File: src/pkg/psbs_pkg.sv
package psbs_pkg;

  // ==========================================================
  // Timing and width constants
  // ==========================================================
  localparam int PSBS_CLK_MHZ = 50;
  localparam int PSBS_DELAY_W = 8;
  localparam int PSBS_PERIOD_W = 12;
  localparam logic [7:0] PSBS_DELAY_RST = 8'h04;
  localparam logic [7:0] PSBS_MIN_DELAY = 8'h01;

  // ==========================================================
  // Bridge drive bundle
  // ==========================================================
  typedef struct packed {
    logic left_high;
    logic left_low;
    logic right_high;
    logic right_low;
    logic rect_one;
    logic rect_two;
  } psbs_drive_type;

  localparam psbs_drive_type PSBS_DRIVE_OFF = '0;

  // ==========================================================
  // Sequencer states, one-hot
  // ==========================================================
  typedef enum logic [6:0] {
    PSBS_IDLE     = 7'h01,
    PSBS_LEFT_DT  = 7'h02,
    PSBS_POWER    = 7'h04,
    PSBS_RIGHT_DT = 7'h08,
    PSBS_FREE     = 7'h10,
    PSBS_END_DT   = 7'h20,
    PSBS_STOP     = 7'h40
  } psbs_state_type;

endpackage

File: src/design/psbs_delay_timer.sv
`timescale 1ns/10ps
// ============================================================
// Dead-time counter: loads on start, pulses done when expired
// ============================================================
module psbs_delay_timer
  import psbs_pkg::*;
#(
  parameter int WIDTH = PSBS_DELAY_W
) (
  input wire logic clock_in, // System clock
  input wire logic rstn_in, // Sync reset, active low
  input wire logic enable_in, // Clock enable
  input wire logic start_in, // Load count
  input wire logic [WIDTH-1:0] count_in, // Cycles to wait
  output logic done_out // One-cycle expiry pulse
);

  initial begin
    if (WIDTH < 2) $error("psbs_delay_timer: WIDTH too small");
  end

  logic [WIDTH-1:0] remain;
  logic running;
  wire last_tick = running && (remain <= WIDTH'(1));

  // Count down; a zero load still waits one cycle
  always_ff @(posedge clock_in) begin
    if (!rstn_in) begin
      remain <= '0;
      running <= 1'b0;
      done_out <= 1'b0;
    end else if (enable_in) begin
      done_out <= last_tick && !start_in;
      if (start_in) begin
        remain <= count_in;
        running <= 1'b1;
      end else if (last_tick) begin
        running <= 1'b0;
      end else if (running) begin
        remain <= remain - WIDTH'(1);
      end
    end
  end

endmodule

File: src/design/psbs_oscillator.sv
`timescale 1ns/10ps
// ============================================================
// Cycle oscillator: pulses at end of each switching cycle
// ============================================================
module psbs_oscillator
  import psbs_pkg::*;
#(
  parameter int WIDTH = PSBS_PERIOD_W
) (
  input wire logic clock_in, // System clock
  input wire logic rstn_in, // Sync reset, active low
  input wire logic enable_in, // Clock enable
  input wire logic run_in, // Oscillator runs when high
  input wire logic [WIDTH-1:0] period_in, // Cycle length in clocks
  output logic cycle_end_out // One-cycle pulse at cycle end
);

  initial begin
    if (WIDTH < 4) $error("psbs_oscillator: WIDTH too small");
  end

  logic [WIDTH-1:0] count;
  wire wrap = (count + WIDTH'(1)) >= period_in;

  // Free count, restarted whenever not running
  always_ff @(posedge clock_in) begin
    if (!rstn_in) begin
      count <= '0;
      cycle_end_out <= 1'b0;
    end else if (enable_in) begin
      if (!run_in) begin
        count <= '0;
        cycle_end_out <= 1'b0;
      end else begin
        count <= wrap ? '0 : count + WIDTH'(1);
        cycle_end_out <= wrap;
      end
    end
  end

endmodule

File: src/design/psbs_sequencer.sv
`timescale 1ns/10ps
// Behaviour
// - Power transfer drives exactly one diagonal pair
// - Left-high phase: PWM ends by dropping right-low
// - Programmable dead-time before right-high turns on
// - Freewheel: both highs or both lows alternately
// - Both rectifiers on during primary freewheel
// - Cycle end drops left-high and rectifier one
// - Left-low plus right-high starts next transfer
// - Opposite phase: PWM ends by dropping right-high
// - Then right-low on, both lows freewheel
// - Right leg turns off only from PWM, cycle end at max duty, a stop or run going low
// - Left leg turns off only from cycle end or hard stop
// - Current mode ends transfer at current peak
// - Hard stop forces all gate outputs low immediately
module psbs_sequencer
  import psbs_pkg::*;
#(
  parameter int DELAY_W = PSBS_DELAY_W,
  parameter int PERIOD_W = PSBS_PERIOD_W,
  parameter int SENSE_W = 10
) (
  input wire logic clock_in, // 50 MHz system clock
  input wire logic rstn_in, // Sync reset, active low
  input wire logic enable_in, // Clock enable, freezes all state
  input wire logic run_in, // Converter enabled
  input wire logic current_mode_in, // 1 current mode, 0 voltage mode
  input wire logic [SENSE_W-1:0] sense_in, // Current or ramp sample
  input wire logic [SENSE_W-1:0] error_in, // Error amplifier level
  input wire logic [PERIOD_W-1:0] period_in, // Cycle length, clocks
  input wire logic [DELAY_W-1:0] left_leg_delay_set_in, // Left dead-time
  input wire logic [DELAY_W-1:0] right_leg_delay_set_in, // Right dead-time
  input wire logic hard_stop_select_in, // Stop hard on any fault
  input wire logic fault_in, // Fault level
  input wire logic hard_fault_in, // Fault that always stops hard
  output logic left_high_drive_out, // Left high-side gate
  output logic left_low_drive_out, // Left low-side gate
  output logic right_high_drive_out, // Right high-side gate
  output logic right_low_drive_out, // Right low-side gate
  output logic rectifier_one_drive_out, // First rectifier gate
  output logic rectifier_two_drive_out, // Second rectifier gate
  output logic phase_out, // 0 left-high phase, 1 left-low phase
  output logic stopped_out // Outputs held off by stop
);

  initial begin
    if (DELAY_W < 2 || DELAY_W > 16) $error("psbs_sequencer: DELAY_W");
    if (PERIOD_W < 4) $error("psbs_sequencer: PERIOD_W");
    if (SENSE_W < 1) $error("psbs_sequencer: SENSE_W");
  end

  // ==========================================================
  // State
  // ==========================================================
  psbs_state_type state;
  psbs_state_type next_state;
  psbs_drive_type drive;
  psbs_drive_type next_drive;
  logic phase;
  logic next_phase;
  logic blank;
  logic next_blank;

  wire cycle_end;
  wire delay_done;
  logic delay_start;
  logic [DELAY_W-1:0] delay_count;

  // ==========================================================
  // Decisions
  // ==========================================================
  // Comparator is shared by both modes; in current mode the sense
  // input carries the primary current, so each phase ends at the
  // same peak, which balances transformer flux
  function automatic logic psbs_reached(
    input logic [SENSE_W-1:0] level,
    input logic [SENSE_W-1:0] limit
  );
    psbs_reached = level >= limit;
  endfunction

  // Voltage mode still uses the ramp compare; mode only documents
  // what the sense input carries, so the decision is identical
  wire pwm_end = !blank && psbs_reached(sense_in, error_in);
  wire stop_now = hard_fault_in || (fault_in && hard_stop_select_in);
  wire soft_stop = fault_in && !hard_stop_select_in;
  wire go = run_in && !fault_in && !hard_fault_in;
  wire unused_mode = current_mode_in;
  // Oscillator keeps running through a soft stop so the cycle can end
  wire osc_run = (go || state != PSBS_IDLE) && state != PSBS_STOP;

  // ==========================================================
  // Helpers
  // ==========================================================
  psbs_oscillator #(
    .WIDTH(PERIOD_W)
  ) u_osc (
    .clock_in(clock_in),
    .rstn_in(rstn_in),
    .enable_in(enable_in),
    .run_in(osc_run),
    .period_in(period_in),
    .cycle_end_out(cycle_end)
  );

  psbs_delay_timer #(
    .WIDTH(DELAY_W)
  ) u_delay (
    .clock_in(clock_in),
    .rstn_in(rstn_in),
    .enable_in(enable_in),
    .start_in(delay_start),
    .count_in(delay_count),
    .done_out(delay_done)
  );

  // ==========================================================
  // Sequencing
  // ==========================================================
  // Each cycle: left dead-time, diagonal power, right dead-time,
  // freewheel, then the cycle end drops the conducting left switch
  always_comb begin
    next_state = state;
    next_drive = drive;
    next_phase = phase;
    next_blank = 1'b0;
    delay_start = 1'b0;
    delay_count = left_leg_delay_set_in;
    case (state)
      PSBS_IDLE: begin
        next_drive = PSBS_DRIVE_OFF;
        if (go) begin
          next_state = PSBS_LEFT_DT;
          next_phase = 1'b0;
          delay_start = 1'b1;
        end
      end
      PSBS_LEFT_DT: begin
        if (delay_done) begin
          next_state = PSBS_POWER;
          next_blank = 1'b1;
          // Left switch closes the diagonal with the right one
          next_drive.left_high = !phase;
          next_drive.left_low = phase;
          next_drive.right_low = !phase;
          next_drive.right_high = phase;
          next_drive.rect_one = !phase;
          next_drive.rect_two = phase;
        end
      end
      PSBS_POWER: begin
        if (pwm_end) begin
          // Right leg turns off here, or at max duty in the branch below
          next_drive.right_low = 1'b0;
          next_drive.right_high = 1'b0;
          next_state = PSBS_RIGHT_DT;
          delay_start = 1'b1;
          delay_count = right_leg_delay_set_in;
        end else if (cycle_end) begin
          // Max duty reached; still end via the right leg first
          next_drive.right_low = 1'b0;
          next_drive.right_high = 1'b0;
          next_state = PSBS_RIGHT_DT;
          delay_start = 1'b1;
          delay_count = right_leg_delay_set_in;
        end
      end
      PSBS_RIGHT_DT: begin
        if (delay_done) begin
          // Complementary right switch on: freewheel on same rail
          next_drive.right_high = !phase;
          next_drive.right_low = phase;
          next_drive.rect_one = 1'b1;
          next_drive.rect_two = 1'b1;
          next_state = PSBS_FREE;
        end
      end
      PSBS_FREE: begin
        if (cycle_end) begin
          // Left leg turns off here, or at a hard stop, with rectifier one in phase 0, rectifier two in phase 1
          next_drive.left_high = 1'b0;
          next_drive.left_low = 1'b0;
          next_drive.rect_one = phase;
          next_drive.rect_two = !phase;
          next_phase = !phase;
          next_state = PSBS_END_DT;
          delay_start = 1'b1;
        end
      end
      PSBS_END_DT: begin
        if (soft_stop || !run_in) begin
          next_state = PSBS_IDLE;
          next_drive = PSBS_DRIVE_OFF;
        end else begin
          next_state = PSBS_LEFT_DT;
        end
      end
      PSBS_STOP: begin
        next_drive = PSBS_DRIVE_OFF;
        if (!stop_now && !fault_in) begin
          next_state = PSBS_IDLE;
        end
      end
      default: begin
        next_state = PSBS_STOP;
        next_drive = PSBS_DRIVE_OFF;
      end
    endcase
    // Hard stop overrides everything in the same clock
    if (stop_now) begin
      next_state = PSBS_STOP;
      next_drive = PSBS_DRIVE_OFF;
    end else if (!go && state != PSBS_END_DT && state != PSBS_STOP) begin
      // Soft stop waits for the cycle to end cleanly
      if (state == PSBS_IDLE || state == PSBS_LEFT_DT) begin
        next_state = PSBS_IDLE;
        next_drive = PSBS_DRIVE_OFF;
      end
    end
    // Leg interlock as last safety net
    if (next_drive.left_high && next_drive.left_low) begin
      next_drive.left_high = 1'b0;
      next_drive.left_low = 1'b0;
    end
    if (next_drive.right_high && next_drive.right_low) begin
      next_drive.right_high = 1'b0;
      next_drive.right_low = 1'b0;
    end
  end

  // Flags END_DT exit to LEFT_DT; the left dead-time timer is not reloaded here
  wire end_dt_restart = (state == PSBS_END_DT) && !stop_now && go;

  // ==========================================================
  // Registers
  // ==========================================================
  always_ff @(posedge clock_in) begin
    if (!rstn_in) begin
      state <= PSBS_IDLE;
      drive <= PSBS_DRIVE_OFF;
      phase <= 1'b0;
      blank <= 1'b0;
    end else if (enable_in) begin
      state <= next_state;
      drive <= next_drive;
      phase <= next_phase;
      blank <= next_blank;
    end
  end

  // Output flops; stop flag mirrors the stop state
  always_ff @(posedge clock_in) begin
    if (!rstn_in) begin
      left_high_drive_out <= 1'b0;
      left_low_drive_out <= 1'b0;
      right_high_drive_out <= 1'b0;
      right_low_drive_out <= 1'b0;
      rectifier_one_drive_out <= 1'b0;
      rectifier_two_drive_out <= 1'b0;
      phase_out <= 1'b0;
      stopped_out <= 1'b0;
    end else if (enable_in) begin
      left_high_drive_out <= next_drive.left_high;
      left_low_drive_out <= next_drive.left_low;
      right_high_drive_out <= next_drive.right_high;
      right_low_drive_out <= next_drive.right_low;
      rectifier_one_drive_out <= next_drive.rect_one;
      rectifier_two_drive_out <= next_drive.rect_two;
      phase_out <= next_phase;
      stopped_out <= (next_state == PSBS_STOP);
    end
  end

  // Timer restart for the left dead-time after cycle end is
  // already issued from FREE; this flag is left unused
  wire unused_restart = end_dt_restart;

endmodule

File: config.mk
export PLATFORM = sky130hd
export DESIGN_NAME = psbs_sequencer
export DESIGN_NICKNAME = d
export VERILOG_FILES = /design/src/pkg/psbs_pkg.sv /design/src/design/psbs_delay_timer.sv /design/src/design/psbs_oscillator.sv /design/src/design/psbs_sequencer.sv
export SDC_FILE = /design/constraint.sdc
export NUM_CORES = 1
export LEC_CHECK = 0
export BUFFER_PORTS_ARGS = -buffer_cell sky130_fd_sc_hd__buf_2
export CAP_MARGIN = 15
export CORE_ASPECT_RATIO = 0.75
export CORE_MARGIN = 2
export CORE_UTILIZATION = 56
export CTS_BUF_LIST = sky130_fd_sc_hd__clkbuf_16
export DETAILED_ROUTE_END_ITERATION = 6
export GPL_ROUTABILITY_DRIVEN = 1
export MAX_ROUTING_LAYER = met4
export PLACE_DENSITY_LB_ADDON = 0.3
export SYNTH_ARGS = -nofsm -noshare
export SYNTH_HDL_FRONTEND = slang
export SYNTH_HIERARCHICAL = 1
export SYNTH_SLANG_ARGS = --single-unit
File: constraint.sdc
create_clock -name clock_in -period 8.5 [get_ports clock_in]
set_clock_uncertainty 0.15 [all_clocks]
set_input_delay 2.125 -clock clock_in [delete_from_list [all_inputs] [get_ports clock_in]]
set_output_delay 2.125 -clock clock_in [all_outputs]
set_load 0.02 [all_outputs]
==> results by group, run 1 <==
Layout
  – Most common cell after layout, fill and taps aside: buf_2
  – Layout filler cell count: 460
  – Layout cell share with drive strength beyond 1: 0.259
  – Inserted Diodes: 0
  – P&R area growth vs syn: 14.9%
  – Most frequent cells in the layout: buf_2, inv_1, nand2_1, dfxtp_1, nor2_1
  – Layout net count: 543

Die
  – Die X: 91.9 um
  – Die height: roughly 70 um
  – Core area: roughly 0.0055 mm2
  – Rows: 23
  – Top Ports: 64
  – Initial Utilization: 0.594
  – Die area: 0.00643 mm2

Global route
  – Vias in the first global route: 2855
  – Total grt overflow: 0
  – GRT Util Overall: 0.250
  – Largest net degree at the start of global routing: 25
  – First-pass GRT wire length: 13000 um
  – Initial antenna violation count: 0

Setup path
  – Max Fanout on Critical Path: 24
  – Max incr delay on CP: about 0.56 ns
  – CP Cell Sequence: buf_2 -> ha_1 -> a211o_1 -> a21oi_1 -> o21ai_0 -> a21oi_1 -> o31ai_2 -> buf_4 -> o21ai_0 -> a31oi_4 -> and3_1 -> a31o_1
  – CP endpoint kind: register
  – CP Buf/Inv Count: 2
  – Critical Path AT: 4.86 ns
  – CP top delay family: compound AO/OA/AOI/OAI gates
  – Worst EP required: 8.53 ns
  – Crit path launch: sense_in[3]
  – CP Class: input port to register
  – CP Launch Type: input port
  – RR Startpoint: state[0]$_SDFFE_PN1P_
  – Cell type of the slowest stage on the worst timing path: o21ai_0

Clock network
  – CTS tree: done
  – CTS Root Cell: clkbuf_16
  – Post-CTS Resized: 0
  – CTS buffer count: 5
  – Worst-skew pair later-pin latency: 0.28 ns
  – Clock Sinks: 39
  – Setup bufs post-CTS: 0
  – H-tree depth: 2
  – Hold_buf cts: 0
  – Longest Clk Path Bufs: 2
  – Reg clk slew, reported paths: 0.06 ns

Synth
  – Post-synth cell types: 82
  – Sequential fraction of the synthesis area: 0.240
  – Ys async rst share: 0
  – YS warnings: 6
  – Cell Area, Synth: 0.00325 mm2
  – Top FF cell, synth: dfxtp_1
  – Syn_area_per_cell: 8.02 um2
  – Number of synthesized register bits: 39
  – Net Count, Synth: 486
  – EDFF count, synth: 0
  – Synthesized instance count: just over 400

Timing
  – Max_slew headroom: 0.409
  – Final worst-path cycle share: 0.568
  – Min setup slack post-route: around 3.7 ns
  – Max Clock Freq: ~210 MHz
  – Final Hold Viols: 0
  – RSZ-0062 raised after global routing: no
  – # setup viols final: 0
  – Setup TNS: 0 ns
  – Worst Max-Slew Pin Slew: around 0.88 ns
  – Pins Over Slew Limit: 0
  – Tmin final: 4.83 ns

Placement
  – DP Wirelength: 5910 um
  – Pre-CTS WS: 3.39 ns
  – GPL Wtd Cong: 0.948
  – IO Port Bufs: 62

Routing
  – Routed vias/inst: 5.91
  – Number of nets with antenna violations after routing: 0
  – WL final: 7740 um
  – Remaining DRCs: 0
  – DR iter-0 viols: 176
  – Vias after detailed routing: 3177
  – Wire per inst: 14.4 um
  – Drt pass-1 iters: 5

Worst hold path
  – Min-Delay Path Class: register to register
  – Min-delay src: stopped_out$_SDFFE_PN0P_

Pwr
  – P_leak: 0.00167 uW
  – PD cells: between 100 and 150 mW/mm2
  – Peak supply drop: about 0.093 mV

Status
  – Status: finished clean

Run
  – Maxcap violations: 0
[sequential cells by signal, summed over array words and instances (netlist names)]
name / cells
blank: 1
left_high_drive_out: 1
left_low_drive_out: 1
phase_out: 1
rectifier_one_drive_out: 1
rectifier_two_drive_out: 1
right_high_drive_out: 1
right_low_drive_out: 1
state: 7
stopped_out: 1
u_delay/done_out: 1
u_delay/remain: 8
u_delay/running: 1
u_osc/count: 12
u_osc/cycle_end_out: 1
[cell type report]
type | instances | area (um2) | area share
clock buffer | 5 | 125 | 0.0335
sequential | 39 | 781 | 0.209
inverter | 44 | 165 | 0.0443
clock inverter | 3 | 15.0 | 0.00402
timing repair buffer | 64 | 323 | 0.0865
multi-input combinational | 308 | 2230 | 0.597
tap | 75 | 93.8 | 0.0252
[per-stage QoR]
step                      cell area [um2]   util  hold WS (ns)  cells  power, uW
after floorplan                      3250      -         0.302    405        248
after global placement               3590  0.656         0.299    529        270
after detailed placement             3590  0.656         0.305    529        274
after CTS                            3730  0.681         0.327    537        451
after global routing                 3730  0.682         0.348    538        470
final                                3730  0.682         0.319    538        449
[synthesized netlist by cell type, types with 3 or more instances]
library cell,instances,share of area
o21a_1,3,0.0069
o31ai_1,3,0.0069
nand4_1,3,0.0058
and3_1,8,0.015
nand2_1,39,0.045
nand3_1,10,0.015
or3_1,3,0.0058
o211ai_2,3,0.012
xor2_1,5,0.013
nor4b_1,4,0.011
inv_1,42,0.049
nor3_1,6,0.0092
mux2_2,8,0.028
a31oi_1,3,0.0058
clkbuf_1,9,0.010
dfxtp_1,39,0.24
nor2_1,35,0.040
a211oi_1,5,0.012
mux2i_1,3,0.0092
nor2b_1,5,0.0096
ha_1,25,0.096
o21ai_2,10,0.027
buf_6,3,0.010
xnor2_1,8,0.022
nand2b_1,4,0.0077
a21oi_1,26,0.040
o21ai_0,21,0.032
[report_power, final]
part	switching [uW]	leakage, uW	internal, uW
clock	71.6	0.0000649	107
sequential	6.05	0.000316	187
combinational	43.8	0.00129	34.6
total	121	0.00167	328
[worst reg2reg max path: cells and delay by family, from the launching register on]
| kind | cells | cell delay, ns |
|---|---|---|
| and+or+nand+nor | 4 | 1.61 |
| AOI/OAI and AO/OA | 5 | 0.96 |
| buffers and inverters | 1 | 0.29 |
| DFF | 1 | 0.38 |
[per-layer routing]
metal / share of wire / up-vias / track usage / wire length [um]
li1: - / 1575 / - / -
met1: 0.47 / 1454 / 0.358 / 3660
met4: 0.011 / 0 / 0.0647 / 85
met2: 0.43 / 135 / 0.370 / 3360
met3: 0.082 / 13 / 0.0378 / 633
met5: 0 / - / - / 0
[cells by family after synthesis]
| logic type | Yosys count | synth area share |
|---|---|---|
| and+or+nand+nor | 148 | 0.259 |
| AOI/OAI and AO/OA | 111 | 0.257 |
| buffers and inverters | 58 | 0.0748 |
| DFF | 39 | 0.240 |
| adders and majority gates | 25 | 0.0963 |
| xor gates and xnor gates | 13 | 0.0351 |
| muxes | 11 | 0.0370 |
[final timing paths]
path / cells after the start / to / slack (ns)
worst max-delay path: 12 / u_delay/remain[6]$_SDFFE_PN0P_ / 3.67
worst min-delay path: 2 / stopped_out$_SDFFE_PN0P_ / 0.32
worst max register to register: 10 / u_delay/remain[4]$_SDFFE_PN0P_ / 5.03
worst min register to register: 2 / stopped_out$_SDFFE_PN0P_ / 0.32
(Power assumes the default switching activity.)
==> inputs of run 2 (changes only) <==
==> constraint.sdc (replaced) <==
create_clock -name clock_in -period 4.6 [get_ports clock_in]
set_clock_uncertainty 0.15 [all_clocks]
set_input_delay 1.15 -clock clock_in [delete_from_list [all_inputs] [get_ports clock_in]]
set_output_delay 1.15 -clock clock_in [all_outputs]
set_load 0.02 [all_outputs]
==> run 2 against run 1 <==
- power rose by 89%
- non-clock buffer count did not move
- flip-flop and latch count did not move
- critical path depth fell by 1
- clock power rose by 96%
- combinational power rose by 85%
- via count did not move
- final cell count did not move
- die area did not move
- first-iteration DRC count fell by 15%
- sequential share of layout area fell by 0.063 points
- routed wire length rose by 1.1%
==> results by group, run 2 (synthesis gave the netlist of run 1 again) <==
Clock network
  – CTS buffer count: 5 (unchanged)
  – CTS tree: done
  – CTS Root Cell: clkbuf_16
  – Clock Sinks: 39 (unchanged)
  – Setup bufs post-CTS: 0 (unchanged)
  – H-tree depth: 2 (unchanged)
  – Reg clk slew, reported paths: 0.06 ns (about the same)
  – Post-CTS Resized: 0 (unchanged)
  – Worst-skew pair later-pin latency: 0.29 ns (about the same)
  – Hold_buf cts: 0 (unchanged)
  – Longest Clk Path Bufs: 2 (unchanged)

Timing
  – Max Clock Freq: 258 MHz
  – Pins Over Slew Limit: 0 (unchanged)
  – # setup viols final: 0 (unchanged)
  – Worst Max-Slew Pin Slew: 1.14 ns (+0.254 ns)
  – RSZ-0062 raised after global routing: no
  – Final Hold Viols: 0 (unchanged)
  – Final worst-path cycle share: 0.842
  – Max_slew headroom: 0.230 (-0.179)
  – Tmin final: 3.87 ns
  – Setup TNS: 0 ns (unchanged)
  – Min setup slack post-route: 0.725 ns (-2.94 ns)

Run
  – Maxcap violations: 0 (unchanged)

Setup path
  – Crit-path most repeated cell: o21ai_0
  – Max incr delay on CP: 0.54 ns (-0.02 ns)
  – CP Buf/Inv Count: 2 (unchanged)
  – CP top delay family: compound AO/OA/AOI/OAI gates
  – Cell type of the slowest stage on the worst timing path: o21ai_0
  – Max Fanout on Critical Path: 9 (-63%)
  – CP Cell Sequence: buf_2 -> inv_1 -> ha_1 -> nand4_1 -> o21ai_0 -> a21oi_1 -> o31ai_2 -> o21ai_0 -> a31oi_4 -> nor2_1 -> a211oi_1
  – CP Launch Type: input port
  – Worst EP required: 4.64 ns (-3.89 ns)
  – Critical Path AT: 3.92 ns (-0.94 ns)
  – CP Class: input port to register
  – CP endpoint kind: register

Routing
  – Wire per inst: 14.6 um (+1.1%)
  – Remaining DRCs: 0 (unchanged)
  – Vias after detailed routing: 3177 (unchanged)
  – Routed vias/inst: 5.91 (unchanged)
  – DR iter-0 viols: 149 (-15%)
  – Number of nets with antenna violations after routing: 0 (unchanged)
  – WL final: 7830 um (+1.1%)
  – Drt pass-1 iters: 4 (-1)

Pwr
  – P_leak: 0.00168 uW (+0.14%)
  – Sequential Power Share: 0.419 (-0.010)
  – Comb pwr share: 0.171 (-0.004)
  – Internal power: 612 uW (+87%)
  – Clk pwr share: 0.410 (+0.014)
  – PD cells: 227 mW/mm2 (+89%)
  – Sw Pwr: 238 uW (+96%)
  – Peak supply drop: 0.168 mV (+81%)
  – Sw Ratio: 0.280 (+0.00956)

Global route
  – Initial antenna violation count: 0 (unchanged)
  – GRT Util Overall: 0.251 (+0.000294)
  – Total grt overflow: 0 (unchanged)
  – First-pass GRT wire length: 13000 um (-0.32%)
  – Largest net degree at the start of global routing: 24 (-4.0%)
  – Vias in the first global route: 2932 (+2.7%)

Die
  – Rows: 23 (unchanged)
  – Core area: 0.00547 mm2 (unchanged)
  – Initial Utilization: 0.594 (unchanged)
  – Top Ports: 64 (unchanged)
  – Die height: 69.9 um (unchanged)
  – Die area: 0.00643 mm2 (unchanged)
  – Die X: 91.9 um (unchanged)

Layout
  – Inserted Diodes: 0 (unchanged)
  – Largest Register: u_osc/count
  – Layout cell share with drive strength beyond 1: 0.263 (+0.00432)
  – Layout net count: 543 (unchanged)
  – Multi-input gate area: 0.00223 mm2 (unchanged)
  – Most common cell after layout, fill and taps aside: buf_2
  – Register area: 781 um2 (unchanged)
  – Max FFs per register: 12 (unchanged)
  – P&R area growth vs syn: 15.3%
  – Most frequent cells in the layout: buf_2, inv_1, nand2_1, dfxtp_1, nor2_1
  – Leading registers by flop count: u_osc/count (12), u_delay/remain (8), state (7)
  – Layout filler cell count: 454 (-1.3%)

Worst hold path
  – Min-Delay Path Class: register to register

Placement
  – IO Port Bufs: 62 (unchanged)
  – Pre-CTS WS: 0.429 ns (-2.96 ns)
  – DP Wirelength: 5910 um (+0.15%)
  – GPL Wtd Cong: 0.943 (-0.53%)

Status
  – Status: finished clean
-- run 2: changes by cell type in the layout (fill, tap and decap cells not counted), sizes merged --
cell      previous run  this run
clkinv               4         2
buf                 63        64
clkinvlp             1         2
clkbuf               6         5
inv                 42        43
-- run 2: worst min-delay path: cells and delay by family, from the launching register on --
kind / cells / cell delay, ns
DFF: 1 / 0.32
and+or+nand+nor: 2 / 0.11
-- run 2: layout make-up --
type	instances	share of cell area
clock inverter	3	0.00635
tap	75	0.0251
clock buffer	5	0.0334
inverter	44	0.0441
timing repair buffer	64	0.0869
sequential	39	0.209
multi-input combinational	308	0.595
-- run 2: per-layer routing --
layer  up-vias  track usage  part of all wire
li1       1578            -                 -
met1      1471        0.323              0.46
met2       117        0.408              0.45
met3        11       0.0421             0.073
met4         0       0.0730             0.011
met5         -            -                 0
-- run 2: through the flow --
stage	utilization	hold slack, ns	std cells	total power [uW]	area [um2]
after floorplan	-	0.302	405	459	3250
after global placement	0.657	0.300	530	500	3590
after detailed placement	0.657	0.305	530	507	3590
after CTS	0.684	0.327	538	853	3740
after global routing	0.684	0.350	538	887	3740
final	0.684	0.322	538	850	3740
-- run 2: power groups by stage --
stage	combinational (uW)	sequential [uW]	clock, uW
global placement	137	363	0
floorplan	98.2	361	0
CTS	144	356	353
detailed placement	144	363	0
global route	163	357	367
finish	145	356	349
-- run 2: worst paths after layout --
kind | from | end | slack, ns | depth (start not counted)
max | error_in[4] | u_delay/remain[1]$_SDFFE_PN0P_ | 0.73 | 11
min | stopped_out$_SDFFE_PN0P_ | stopped_out$_SDFFE_PN0P_ | 0.32 | 2
max reg2reg | state[2]$_SDFFE_PN0P_ | u_delay/remain[1]$_SDFFE_PN0P_ | 1.28 | 7
min reg2reg | stopped_out$_SDFFE_PN0P_ | stopped_out$_SDFFE_PN0P_ | 0.32 | 2
==> inputs of run 3 (changes only) <==
==> constraint.sdc (replaced) <==
create_clock -name clock_in -period 3.87 [get_ports clock_in]
set_clock_uncertainty 0.15 [all_clocks]
set_input_delay 0.9675 -clock clock_in [delete_from_list [all_inputs] [get_ports clock_in]]
set_output_delay 0.9675 -clock clock_in [all_outputs]
set_load 0.02 [all_outputs]
==> run 3 against run 2 <==
- final cell count grew 0.93%
- routed wire length barely moved
- hold slack worse by 0.012 ns
- die area did not move
- first-iteration DRC count is 1.3% higher
- worst setup slack got worse by 0.39 ns
- count of clock-buffer cells in the layout unchanged
- critical path depth unchanged
- clock power increased by 34%
- cell area rose by 1.5%
- register-to-register slack worse by 0.56 ns
- largest cell class unchanged
- largest power group is now the clock network
- highest routed layer unchanged
==> results by group, run 3 (synthesis gave the netlist of run 1 again) <==
Status
  – Status: finished clean

Setup path
  – CP Class: input port to register
  – CP Launch Type: input port
  – Worst EP required: 3.90 ns (-0.74 ns)
  – Critical Path AT: 3.57 ns (-0.35 ns)
  – CP endpoint kind: register
  – Max Fanout on Critical Path: 8 (-1)

Global route
  – Largest net degree at the start of global routing: 24 (unchanged)
  – Initial antenna violation count: 0 (unchanged)
  – First-pass GRT wire length: 13100 um (+1.3%)
  – Total grt overflow: 0 (unchanged)
  – Vias in the first global route: 2962 (+1.0%)
  – GRT Util Overall: 0.250 (-0.000294)

Clock network
  – Clock Sinks: 39 (unchanged)
  – Post-CTS Resized: 0 (unchanged)
  – CTS buffer count: 5 (unchanged)
  – CTS Root Cell: clkbuf_16
  – CTS tree: done
  – Reg clk slew, reported paths: 0.06 ns (about the same)
  – Worst-skew pair later-pin latency: 0.28 ns (about the same)
  – H-tree depth: 2 (unchanged)
  – Longest Clk Path Bufs: 2 (unchanged)
  – Hold_buf cts: 0 (unchanged)
  – Setup bufs post-CTS: 0 (unchanged)

Timing
  – Max_slew headroom: 0.417 (+0.186)
  – Final Hold Viols: 0 (unchanged)
  – Tmin final: between 3 and 4 ns
  – Max Clock Freq: approximately 280 MHz
  – Worst Max-Slew Pin Slew: 0.873 ns (-0.265 ns)
  – Setup TNS: 0 ns (unchanged)
  – # setup viols final: 0 (unchanged)
  – Pins Over Slew Limit: 0 (unchanged)
  – Hold WS: 0.310 ns (-0.0116 ns)
  – RSZ-0062 raised after global routing: no
  – Final worst-path cycle share: 0.914

Placement
  – GPL Wtd Cong: 0.987 (+4.6%)
  – IO Port Bufs: 62 (unchanged)
  – DP Wirelength: 5980 um (+1.1%)

Die
  – Rows: 23 (unchanged)
  – Die height: 69.9 um (unchanged)
  – Die X: 91.9 um (unchanged)
  – Top Ports: 64 (unchanged)
  – Initial Utilization: 0.594 (unchanged)
  – Die area: 0.00643 mm2 (unchanged)
  – Core area: 0.00547 mm2 (unchanged)

Layout
  – Layout net count: 548 (+0.92%)
  – Most frequent cells in the layout: buf_2, inv_1, nand2_1, dfxtp_1, nor2_1
  – P&R area growth vs syn: 17.0%
  – Inserted Diodes: 0 (unchanged)
  – Most common cell after layout, fill and taps aside: buf_2
  – Layout cell share with drive strength beyond 1: 0.271 (+0.00787)
  – Leading registers by flop count: u_osc/count (12), u_delay/remain (8), state (7)
  – Max FFs per register: 12 (unchanged)
  – Largest Register: u_osc/count
  – Utilization after layout: 0.695 (+0.0105)

Pwr
  – Peak supply drop: 0.237 mV (+41%)
  – P_leak: 0.00172 uW (+2.4%)
  – PD cells: 280 mW/mm2 (+23%)

Routing
  – Remaining DRCs: 0 (unchanged)
  – WL final: 7830 um (about the same)
  – Drt pass-1 iters: 5 (+1)
  – Vias after detailed routing: 3210 (+1.0%)
  – Number of nets with antenna violations after routing: 0 (unchanged)
  – Wire per inst: 14.4 um (-0.87%)
  – Routed vias/inst: 5.91 (+0.11%)
  – DR iter-0 viols: 151 (+1.3%)

Run
  – Maxcap violations: 0 (unchanged)

Worst hold path
  – Min-Delay Path Class: register to register
==> run 3: cell count changes in the layout (fill, tap and decap cells not counted), sizes merged <==
| cell | delta |
|---|---|
| buf | +5 |
| clkinv | +2 |
| clkinvlp | -2 |
| bufinv | +1 |
| inv | -1 |
==> run 3: layout make-up <==
class / count / area, um2
Multi-Input combinational cell: 308 / 2230
Fill cell: 452 / 1670
Sequential cell: 39 / 781
Timing Repair Buffer: 69 / 363
Inverter: 44 / 165
Clock buffer: 5 / 125
Tap cell: 75 / 93.8
Clock inverter: 3 / 43.8
==> run 3: per-layer routing <==
metal  global-route usage  part of all wire  up-vias
met3               0.0421             0.073       14
met2                0.389              0.43      144
met1                0.339              0.48     1465
li1                     -                 -     1587
met5                    -                 0        -
met4               0.0680             0.013        0
==> run 3: critical path, stage by stage <==
cell     delay [ns]
buf_2          0.10
ha_1           0.30
a211o_1        0.29
a21oi_1        0.12
o21ai_0        0.25
a21oi_1        0.26
o31ai_2        0.11
nor4_2         0.53
a31oi_4        0.24
and3_1         0.23
a31o_1         0.18
==> run 3: through the flow <==
stage | setup WS [ns] | std cells | power [uW] | cell area [um2]
6_report | 0.333 | 543 | 1070 | 3800
4_1_cts | 0.382 | 543 | 1070 | 3800
5_1_grt | 0.154 | 543 | 1110 | 3800
3_5_place_dp | 0.0992 | 535 | 604 | 3630
3_3_place_gp | 0.200 | 535 | 596 | 3630
2_1_floorplan | 0.405 | 405 | 545 | 3250
==> run 3: worst paths after layout <==
| path | start | end | slack, ns | depth (start not counted) |
|---|---|---|---|---|
| max | sense_in[3] | u_delay/remain[6]$_SDFFE_PN0P_ | 0.33 | 11 |
| min | stopped_out$_SDFFE_PN0P_ | stopped_out$_SDFFE_PN0P_ | 0.31 | 2 |
| max reg2reg | state[1]$_SDFFE_PN0P_ | u_delay/remain[6]$_SDFFE_PN0P_ | 0.72 | 9 |
| min reg2reg | stopped_out$_SDFFE_PN0P_ | stopped_out$_SDFFE_PN0P_ | 0.31 | 2 |
==> run 3: power by group <==
| part | switching [uW] | total (uW) | internal [uW] |
|---|---|---|---|
| Combinational | 95.8 | 174 | 78.5 |
| Sequential | 13.7 | 424 | 410 |
| Clock | 164 | 467 | 304 |
| Total | 273 | 1070 | 792 |
